**config.mk**
```make
export PLATFORM = sky130hd
export DESIGN_NAME = sfbl_master
export DESIGN_NICKNAME = d
export VERILOG_FILES = /design/src/logic/sfbl_pkg.sv /design/src/logic/sfbl_master.sv /design/src/logic/sfbl_skid.sv
export SDC_FILE = /design/constraint.sdc
export NUM_CORES = 1
export LEC_CHECK = 0
export BUFFER_PORTS_ARGS = -buffer_cell sky130_fd_sc_hd__buf_4
export CAP_MARGIN = 10
export CORE_AREA = 2 2 171 106
export CTS_BUF_LIST = sky130_fd_sc_hd__clkbuf_8
export DETAILED_ROUTE_END_ITERATION = 16
export DIE_AREA = 0 0 173 108
export GPL_TIMING_DRIVEN = 0
export HOLD_SLACK_MARGIN = 0.08
export PLACE_DENSITY_LB_ADDON = 0.08
export SLEW_MARGIN = 40
export SYNTH_ARGS = -nofsm -noshare
export SYNTH_HDL_FRONTEND = slang
export SYNTH_SLANG_ARGS = --single-unit
```
**constraint.sdc**
```tcl
create_clock -name clk_sys -period 5.6 [get_ports clk_sys]
set_input_delay 1.12 -clock clk_sys [delete_from_list [all_inputs] [get_ports clk_sys]]
set_output_delay 1.12 -clock clk_sys [all_outputs]
set_load 0.02 [all_outputs]
```
**src/logic/sfbl_pkg.sv**
```systemverilog
// Package for the flash boot loader: timing, commands, carriers.
package sfbl_pkg;
    // System clock and serial clock rates
    localparam int unsigned sys_clk_hz = 40000000;
    localparam int unsigned sck_hz = 12000000;
    // Half period in system cycles, rounded up: the flash is only rated to the nominal rate
    localparam int unsigned sck_half_cyc_raw = (sys_clk_hz + 2 * sck_hz - 1) / (2 * sck_hz);
    localparam int unsigned sck_half_cyc = (sck_half_cyc_raw < 1) ? 1 : sck_half_cyc_raw;
    localparam logic [3:0] sck_half_max = 4'(sck_half_cyc - 1);
    // Select-inactive guard after last falling edge
    localparam int unsigned desel_ns = 160;
    localparam int unsigned clk_ns = 25;
    localparam int unsigned desel_cyc = (desel_ns + clk_ns - 1) / clk_ns;
    localparam logic [3:0] desel_max = 4'(desel_cyc - 1);
    // Flash read command and field widths
    localparam logic [7:0] cmd_read = 8'h03;
    localparam int unsigned addr_w = 24;
    localparam int unsigned len_w = 16;
    localparam logic [2:0] bit_last = 3'h7;
    localparam logic [4:0] hdr_last = 5'h1f;
    localparam logic [1:0] buf_depth = 2'h2;

    // Boot-fetch request from the core sequencer
    typedef struct packed {
        logic [addr_w-1:0] addr;
        logic [len_w-1:0] len;
    } sfbl_req_type;

    // One byte delivered toward volatile memory
    typedef struct packed {
        logic [addr_w-1:0] addr;
        logic [7:0] data;
    } sfbl_word_type;

    typedef enum logic [4:0] {
        st_idle = 5'b00001,
        st_hdr = 5'b00010,
        st_data = 5'b00100,
        st_tail = 5'b01000,
        st_gap = 5'b10000
    } sfbl_state_type;
endpackage

```
**src/logic/sfbl_master.sv**
```systemverilog
// Boot-time serial flash reader, mode 0 master.
`timescale 1ns/1ps
module sfbl_master (
    input wire logic clk_sys, // System clock, 40 MHz
    input wire logic rst_n, // Synchronous reset, active low
    input wire logic req_valid, // Fetch request strobe
    input wire sfbl_pkg::sfbl_req_type req, // Start address and byte count
    output logic busy, // Fetch in progress
    output logic done, // One-cycle pulse at fetch end
    output logic flash_select_n, // Flash select, active low
    output logic flash_sck, // Serial clock
    output logic flash_mosi, // Serial data to flash
    input wire logic flash_miso, // Serial data from flash
    output logic wr_valid, // Byte for volatile memory valid
    input wire logic wr_ready, // Memory accepts byte
    output sfbl_pkg::sfbl_word_type wr_word // Address and byte
);
    sfbl_pkg::sfbl_state_type state;
    logic miso_meta;
    logic miso_sync;
    logic [3:0] div_cnt;
    logic [3:0] gap_cnt;
    logic [31:0] hdr_shift;
    logic [4:0] hdr_cnt;
    logic [2:0] bit_cnt;
    logic [7:0] rx_shift;
    logic [sfbl_pkg::len_w-1:0] remain;
    logic [sfbl_pkg::addr_w-1:0] dst_addr;
    logic tick;
    logic byte_valid;
    logic byte_ready;
    sfbl_pkg::sfbl_word_type byte_word;
    logic buf_valid;
    sfbl_pkg::sfbl_word_type buf_word;
    logic running;
    logic take;
    logic data_step;
    logic data_rise;
    logic out_load;
    logic [1:0] cap_pipe;
    logic [2:0] cap_cnt;
    logic inflight;

    // Costs a paused tick per byte under stall, but a byte is never overwritten
    function automatic logic can_start_byte(input logic slot_full, input logic pending);
        can_start_byte = !slot_full && !pending;
    endfunction

    // Flash input crosses into clk_sys
    always_ff @(posedge clk_sys) begin
        if (!rst_n) begin
            miso_meta <= 1'b0;
            miso_sync <= 1'b0;
        end else begin
            miso_meta <= flash_miso;
            miso_sync <= miso_meta;
        end
    end

    assign running = (state == sfbl_pkg::st_hdr) || (state == sfbl_pkg::st_data);
    assign tick = running && (div_cnt == sfbl_pkg::sck_half_max);
    assign take = (state == sfbl_pkg::st_idle) && req_valid && (req.len != '0);
    assign data_step = tick && (flash_sck || (bit_cnt != 3'h0)
                                || can_start_byte(byte_valid, inflight));
    assign data_rise = (state == sfbl_pkg::st_data) && data_step && !flash_sck;

    always_ff @(posedge clk_sys) begin
        if (!rst_n || !running || tick) begin
            div_cnt <= 4'h0;
        end else begin
            div_cnt <= 4'(div_cnt + 4'h1);
        end
    end

    always_ff @(posedge clk_sys) begin
        if (!rst_n) begin
            state <= sfbl_pkg::st_idle;
            flash_select_n <= 1'b1;
            flash_sck <= 1'b0;
            flash_mosi <= 1'b0;
            hdr_shift <= 32'h0;
            hdr_cnt <= 5'h0;
            bit_cnt <= 3'h0;
            remain <= '0;
            gap_cnt <= 4'h0;
            busy <= 1'b0;
            done <= 1'b0;
        end else begin
            done <= 1'b0;
            unique case (state)
                sfbl_pkg::st_idle: begin
                    flash_sck <= 1'b0;
                    if (take) begin
                        flash_select_n <= 1'b0;
                        flash_mosi <= sfbl_pkg::cmd_read[7];
                        hdr_shift <= {sfbl_pkg::cmd_read[6:0], req.addr, 1'b0};
                        hdr_cnt <= 5'h0;
                        remain <= req.len;
                        busy <= 1'b1;
                        state <= sfbl_pkg::st_hdr;
                    end
                end
                sfbl_pkg::st_hdr: begin
                    if (tick) begin
                        flash_sck <= ~flash_sck;
                        if (flash_sck) begin
                            if (hdr_cnt == sfbl_pkg::hdr_last) begin
                                bit_cnt <= 3'h0;
                                state <= sfbl_pkg::st_data;
                            end else begin
                                flash_mosi <= hdr_shift[31];
                                hdr_shift <= {hdr_shift[30:0], 1'b0};
                            end
                            hdr_cnt <= 5'(hdr_cnt + 5'h1);
                        end
                    end
                end
                sfbl_pkg::st_data: begin
                    // Clock pauses low at byte start while a byte is held up
                    if (data_step) begin
                        flash_sck <= ~flash_sck;
                        if (flash_sck) begin
                            bit_cnt <= 3'(bit_cnt + 3'h1);
                            if (bit_cnt == sfbl_pkg::bit_last) begin
                                remain <= sfbl_pkg::len_w'(remain - 1'b1);
                                if (remain == sfbl_pkg::len_w'(1)) begin
                                    state <= sfbl_pkg::st_tail;
                                    gap_cnt <= 4'h0;
                                end
                            end
                        end
                    end
                end
                sfbl_pkg::st_tail: begin
                    // hold select after last falling edge
                    flash_sck <= 1'b0;
                    gap_cnt <= 4'(gap_cnt + 4'h1);
                    if (gap_cnt == sfbl_pkg::desel_max) begin
                        flash_select_n <= 1'b1;
                        gap_cnt <= 4'h0;
                        state <= sfbl_pkg::st_gap;
                    end
                end
                sfbl_pkg::st_gap: begin
                    // Let the last byte leave the capture register for the skid buffer before reporting done
                    if (can_start_byte(byte_valid, inflight)) begin
                        busy <= 1'b0;
                        done <= 1'b1;
                        state <= sfbl_pkg::st_idle;
                    end
                end
                default: begin
                    state <= sfbl_pkg::st_idle;
                    flash_select_n <= 1'b1;
                    flash_sck <= 1'b0;
                end
            endcase
        end
    end

    // rising-edge sample, delayed to match the synchroniser
    always_ff @(posedge clk_sys) begin
        if (!rst_n) begin
            cap_pipe <= 2'h0;
            cap_cnt <= 3'h0;
            rx_shift <= 8'h0;
            dst_addr <= '0;
            inflight <= 1'b0;
            byte_valid <= 1'b0;
            byte_word <= '0;
        end else begin
            cap_pipe <= {cap_pipe[0], data_rise};
            if (take) begin
                dst_addr <= req.addr;
            end
            if (data_rise && (bit_cnt == 3'h0)) begin
                inflight <= 1'b1;
            end
            if (byte_valid && byte_ready) begin
                byte_valid <= 1'b0;
            end
            if (cap_pipe[1]) begin
                rx_shift <= {rx_shift[6:0], miso_sync};
                cap_cnt <= 3'(cap_cnt + 3'h1);
                if (cap_cnt == sfbl_pkg::bit_last) begin
                    byte_valid <= 1'b1;
                    byte_word <= '{addr: dst_addr, data: {rx_shift[6:0], miso_sync}};
                    dst_addr <= sfbl_pkg::addr_w'(dst_addr + 1'b1);
                    inflight <= 1'b0;
                end
            end
        end
    end

    assign out_load = !wr_valid || wr_ready;

    sfbl_skid u_skid (
        .clk_sys(clk_sys),
        .rst_n(rst_n),
        .in_valid(byte_valid),
        .in_ready(byte_ready),
        .in_word(byte_word),
        .out_valid(buf_valid),
        .out_ready(out_load),
        .out_word(buf_word)
    );

    // Output stage registered so ports come from flip-flops
    always_ff @(posedge clk_sys) begin
        if (!rst_n) begin
            wr_valid <= 1'b0;
            wr_word <= '0;
        end else if (out_load) begin
            wr_valid <= buf_valid;
            if (buf_valid) begin
                wr_word <= buf_word;
            end
        end
    end
endmodule

```
**src/logic/sfbl_skid.sv**
```systemverilog
// Two-entry valid/ready buffer for fetched bytes.
`timescale 1ns/1ps
module sfbl_skid (
    input wire logic clk_sys, // System clock
    input wire logic rst_n, // Synchronous reset, active low
    input wire logic in_valid, // Producer has a word
    output logic in_ready, // Room for a word
    input wire sfbl_pkg::sfbl_word_type in_word, // Word in
    output logic out_valid, // Word available
    input wire logic out_ready, // Consumer takes word
    output sfbl_pkg::sfbl_word_type out_word // Word out
);
    sfbl_pkg::sfbl_word_type mem [2];
    logic wr_ptr;
    logic rd_ptr;
    logic [1:0] count;
    logic push;
    logic pop;

    assign push = in_valid && in_ready;
    assign pop = out_valid && out_ready;
    assign in_ready = (count != sfbl_pkg::buf_depth);
    assign out_valid = (count != 2'h0);
    assign out_word = mem[rd_ptr];

    always_ff @(posedge clk_sys) begin
        if (push) begin
            mem[wr_ptr] <= in_word;
        end
    end

    always_ff @(posedge clk_sys) begin
        if (!rst_n) begin
            wr_ptr <= 1'b0;
            rd_ptr <= 1'b0;
            count <= 2'h0;
        end else begin
            if (push) begin
                wr_ptr <= ~wr_ptr;
            end
            if (pop) begin
                rd_ptr <= ~rd_ptr;
            end
            count <= 2'(count + {1'b0, push} - {1'b0, pop});
        end
    end
endmodule

```
# == Yosys cells after proc, flatten, opt, wreduce, memory -nomap -nowiden ==
# Memory sizes are Yosys's and may differ from the RTL's. A register that Yosys moved wholly into a read port is not among the register bits.
# Cells that the tools add are included.
# totals
reg_bits,151
latchBits,0
ramBits,64
rom_bits,0
out_inout_bits,38
wordCells,171
n_memories,1
# mem_list
name,depth,word_bits,rd,rd_ports_with_merged_regs,wr,line,rtl
u_skid.mem,2,32,1,1,1,sfbl_skid.sv:13,sfbl_pkg::sfbl_word_type mem [2];
# classes
add_sub_neg,9
n_mul,0
div_mod_pow,0
order_cmp,0
n_eq_ne,23
shifts,0
mux,62
bitwise_logic,5
n_reduce_logical,45
# op_table
operator,count
two-way mux 32 bit,4
two-way mux 24 bit,3
two-way mux 5 bit,13
two-way mux 16 bit,4
case mux 32 bit (2 select lines),1
case mux 16 bit (2 select lines),1
case mux 5 bit (5 select lines),1
adder 24 x 1 -> 24 bit (second input constant),1
two-way mux 4 bit,5
two-way mux 1 bit,18
!= test 2 bit (second input constant),9
== test 16 x 1 -> 1 bit (second input constant),1
nonzero test 16 bit,1
subtractor 16 x 1 -> 16 bit (second input constant),1
two-way mux 3 bit,5
AND reduction 5 bit,3
nonzero test 2 bit,6
== test 5 bit (second input constant),2
logical AND 1 bit,10
case mux 5 bit (2 select lines),1
AND reduction 10 bit,1
AND reduction 3 bit,3
adder 4 x 1 -> 4 bit (second input constant),2
case mux 4 bit (2 select lines),1
24 further kinds,47

# == Logic depth before layout (Yosys ltp) ==
# depth
ltp_word,10
ltp_mapped,10

# == Cells and area by module ==
# From an unflattened synthesis, not the netlist that was laid out.
# hier_totals
cells_unflattened,1080
hier_area_um2,10515.1
# modules_own_cells
module,instances,cells_each,area_each_um2,seq_area_each_um2
sfbl_master,1,956,7813.7,3563.4
sfbl_skid,1,124,2701.3,2021.9

# == Worst setup path after synthesis ==
# No wires, ideal clock.
# synth_timing
kind,input to register
start,in wr_ready
end,reg u_skid.count[1]
setup_time_ns,0.128
t_arrival_ns,2.677
path_slack_ns,2.796
path_stages,10
cell_sequence,nor2b_1 -> nor2_1 -> clkbuf_1 -> clkbuf_1 -> ha_1 -> inv_1 -> ha_1 -> xor2_1 -> xnor2_1 -> nor2_1
# synth_between
elab_chain_len,3
# synth_rtl
item,line,rtl
"start, declared",sfbl_master.sv:15,"input wire logic wr_ready,"
logical OR 1 bit,sfbl_master.sv:195,assign out_load = !wr_valid || wr_ready;
logical AND 1 bit,sfbl_skid.sv:21,assign pop = out_valid && out_ready;
via u_skid.pop,sfbl_skid.sv:18,logic pop;
subtractor 2 x 1 -> 2 bit,sfbl_skid.sv:44,"count <= 2'(count + {1'b0, push} - {1'b0, pop});"
"end signal, assigned",sfbl_skid.sv:44,
"end, declared",sfbl_skid.sv:16,logic [1:0] count;
# The timed path passes the listed nets, and every way through them passes these cells.
# A chain may end at the register's enable or synchronous reset.

# == Worst setup path in the final report ==
# layout_timing
start,in req[11] (netlist bit)
end,reg remain[14] (netlist bit)
# layout_between
elab_chain_len,4
# layout_rtl
item,line,rtl
"start, declared",sfbl_master.sv:7,"input wire sfbl_pkg::sfbl_req_type req,"
nonzero test 16 bit,sfbl_master.sv:62,assign take = (state == sfbl_pkg::st_idle) && req_valid && (req.len != '0);
logical AND 1 bit,sfbl_master.sv:62,
!= test 2 bit (no line),--,
AND reduction 5 bit (no line),--,
"end signal, assigned",sfbl_master.sv:98,remain <= req.len;
"end signal, assigned",sfbl_master.sv:125,remain <= sfbl_pkg::len_w'(remain - 1'b1);
"end, declared",sfbl_master.sv:27,logic [sfbl_pkg::len_w-1:0] remain;
# Every way passes these cells.

==> reports/qor.yml <==
status: "complete, no violations"
holdCritStartpoint: "byte_word[31]"
drt-wirelength-per-cell_um: 18.4
list_of_most_frequent_post_synthesis_cells: "sky130_fd_sc_hd__dfxtp_1, sky130_fd_sc_hd__nand2_1, sky130_fd_sc_hd__nor2_1"
cts_sinks: 246
yosysMostFrequentCell: "sky130_fd_sc_hd__dfxtp_1"
crit_chain: "buf_4 > nor4_1 > nand4_1 > a21boi_1 > clkbuf_1 > o21ai_0 > a21oi_1"
synth_area_leaders: "sky130_fd_sc_hd__dfxtp_1, sky130_fd_sc_hd__edfxtp_1, sky130_fd_sc_hd__nand2_1"
postRouteWirelength_um: 26200
dieWidth_um: 173
period_share_pct: 57.2
cts_resized: 0
drv.max_cap_violation_count: 0
cts.repair_timing.setup_buffer_count: 0
drive_gt1_share_pct: 13.6
yosys.area.top_type_share_pct: 35.9
synth_top_cell_by_area: "sky130_fd_sc_hd__dfxtp_1"
number_of_drc_markers_after_the_initial_detailed_route_iteration: 921
final.setup.tns_ns: 0
ff2ff_setup_slack_ns: 2.86
worstHoldPathType: "register to register"
die_area_um2: 18700
r2r_end: "u_skid.count[1]"
critical_path.startpoint: "req[11]"
synth.yosys.warnings: 0
insertedDiodeCount: 0
cp_num_buf_inv: 2
clockRootBuffer: "sky130_fd_sc_hd__clkbuf_8"
hold_end: "u_skid.mem[1][31]"
final-setup-viol-count: 0
async_flop_share_pct: 0
timing.critical_path.from_type: "input port"
clock_tree_from_tritoncts: "yes"
number_of_vias_in_the_routed_layout: 8557
clockBufferDepth: 3
pre_cts_slack_ns: 2.01
average_vias_per_placed_instance: 6.00
count_of_nets_after_finishing: 1230
dominantRegCellSynth: "sky130_fd_sc_hd__dfxtp_1"
worstSetupEndpointType: "register"
die_height_um: 108
grt_pass1_wl_um: 42000
slew-limit-headroom_pct: 43.4
placed_area_um2: 11100
clock_skew_ns: 0.0266
dr.pass1.iters: 5
rows: 37
worst-endpoint-arrival_ns: 3.64
syn-num-nets: 1109
ff2ff_path_depth: 10
power_density_nw_per_um2: 383
r2r_start: "u_skid.count[1]"
post_synth_inst_count: 1048
timing_worst_setup_path_type: "input port to register"
timing.critical_path.max_delay_family: "compound AO/OA/AOI/OAI gates"
vdd_drop_max_mv: 0.232
antenna_found_initial: 0
netlist_area_um2: 10100
io-pin-count: 83
grt_start_max_net_pins: 22
finalCriticalPeriod_ns: 3.20
cpMaxStageDelayCell: "sky130_fd_sc_hd__a21boi_1"
drv_slew: 0
ys_types: 70
ctsHtreeMaxLevel: 2
synth_seq_cells: 246
place_congestion: 0.947
clk_transition_reported_paths_ns: 0.06
detail-route-antenna-nets: 0
critPathRequiredTime_ns: 6.03
area_of_the_core_region_um2: 16900
maximum_fanout_encountered_on_the_critical_timing_path: 10
critical_path_max_stage_delay_ns: 0.68
drc: 0
cts.hold.buffers_added: 0
initial_core_util_pct: 59.9
global_route_total_overflow: 0
p_leak_uw: 0.00434
edff_count_synth: 64
worstHoldPathCells: 0
area.growth.synth_to_final_pct: 16.0
design_area_um2: 11800
seq_area_frac_synth_pct: 54.9
max_slew.worst_pin.slew_ns: 0.849
post-dp-hpwl_um: 19100
grt_pass1_vias: 7839
timing.final.hold_violations: 0
numCtsBuffers: 36
synth.avg_cell_area_um2: 9.68
port-buffer-count: 81
max_clock_freq_mhz: 312
gr-usage-all-layers_pct: 28.4
worst_skew_pair_latency_ns: 0.53
setup_ws_final_ns: 2.40
rsz0062_at_grt: "false"
-- power breakdown --
part / internal, uW / switching [uW]
Clock: 672 / 665
Combinational: 421 / 653
Sequential: 1980 / 116
-- stage by stage --
stage	hold WS [ns]	total power, uW	std cells	utilization [%]
after floorplan	0.412	2810	1048	-
after global placement	0.433	3180	1363	65.2
after detailed placement	0.440	3200	1365	65.5
after CTS	0.424	4520	1427	69.4
after global routing	0.445	4730	1427	69.4
final	0.436	4510	1427	69.4
-- cell type report --
cell class,count,area [um2]
buffer,64,277
clock buffer,41,564
clock inverter,21,95.1
fill,1379,5180
inverter,14,52.6
multi-input combinational,724,4270
sequential,246,5570
tap,234,293
timing repair buffer,83,651
-- layer usage --
layer / up-vias / global-route usage (%) / wire (um) / share of wire (%)
li1: 4045 / - / - / -
met1: 4062 / 44.7 / 12800 / 49
met2: 407 / 39.2 / 10300 / 39
met3: 43 / 6.75 / 2780 / 11
met4: 0 / 6.42 / 418 / 1.6
met5: - / 0 / 0 / 0
-- cell families (layout without fill, tap and decap cells) --
family | Yosys count | count (layout) | synth area share, %
xor+xnor | 10 | 10 | 0.864
buf+inv | 78 | 223 | 3.24
fa+ha+maj | 16 | 16 | 1.97
flops | 246 | 246 | 54.9
compound gates | 231 | 231 | 15.5
simple gates | 423 | 423 | 19.1
mux | 44 | 44 | 4.36
-- cell usage in the layout, fill, tap and decap left out, types with 11 or more instances in the layout --
cell,count
sky130_fd_sc_hd__clkbuf_1,43
sky130_fd_sc_hd__nor2_1,128
sky130_fd_sc_hd__nand4_1,11
sky130_fd_sc_hd__nand2_1,162
sky130_fd_sc_hd__clkbuf_8,41
sky130_fd_sc_hd__a21oi_1,79
sky130_fd_sc_hd__buf_4,81
sky130_fd_sc_hd__buf_1,12
sky130_fd_sc_hd__a211oi_1,37
sky130_fd_sc_hd__dfxtp_1,182
sky130_fd_sc_hd__ha_1,16
sky130_fd_sc_hd__edfxtp_1,64
sky130_fd_sc_hd__o21ai_0,23
sky130_fd_sc_hd__inv_1,31
sky130_fd_sc_hd__a311oi_1,24
sky130_fd_sc_hd__nand3_1,37
sky130_fd_sc_hd__nor3_1,18
sky130_fd_sc_hd__mux2i_1,43
-- state kept, by name, indices dropped and copies added, names as in the netlist, 2 cells and up --
| signal | count |
|---|---|
| dst_addr | 24 |
| byte_word | 32 |
| rx_shift | 7 |
| remain | 16 |
| u_skid.count | 2 |
| div_cnt | 4 |
| gap_cnt | 4 |
| hdr_cnt | 5 |
| u_skid.mem | 64 |
| state | 5 |
| cap_pipe | 2 |
| wr_word | 32 |
| hdr_shift | 31 |
| bit_cnt | 3 |
| cap_cnt | 3 |
-- worst max path at each step --
stage / to / slack (ns) / depth (start not counted)
2_1_floorplan: u_skid.count[1] / 2.80 / 10
3_3_place_gp: remain[14] / 2.03 / 7
3_5_place_dp: remain[14] / 2.01 / 7
4_1_cts: remain[7] / 2.52 / 7
5_1_grt: remain[12] / 2.17 / 7
6_report: remain[14] / 2.40 / 7
No activity file was read; power rests on OpenSTA's default activity.
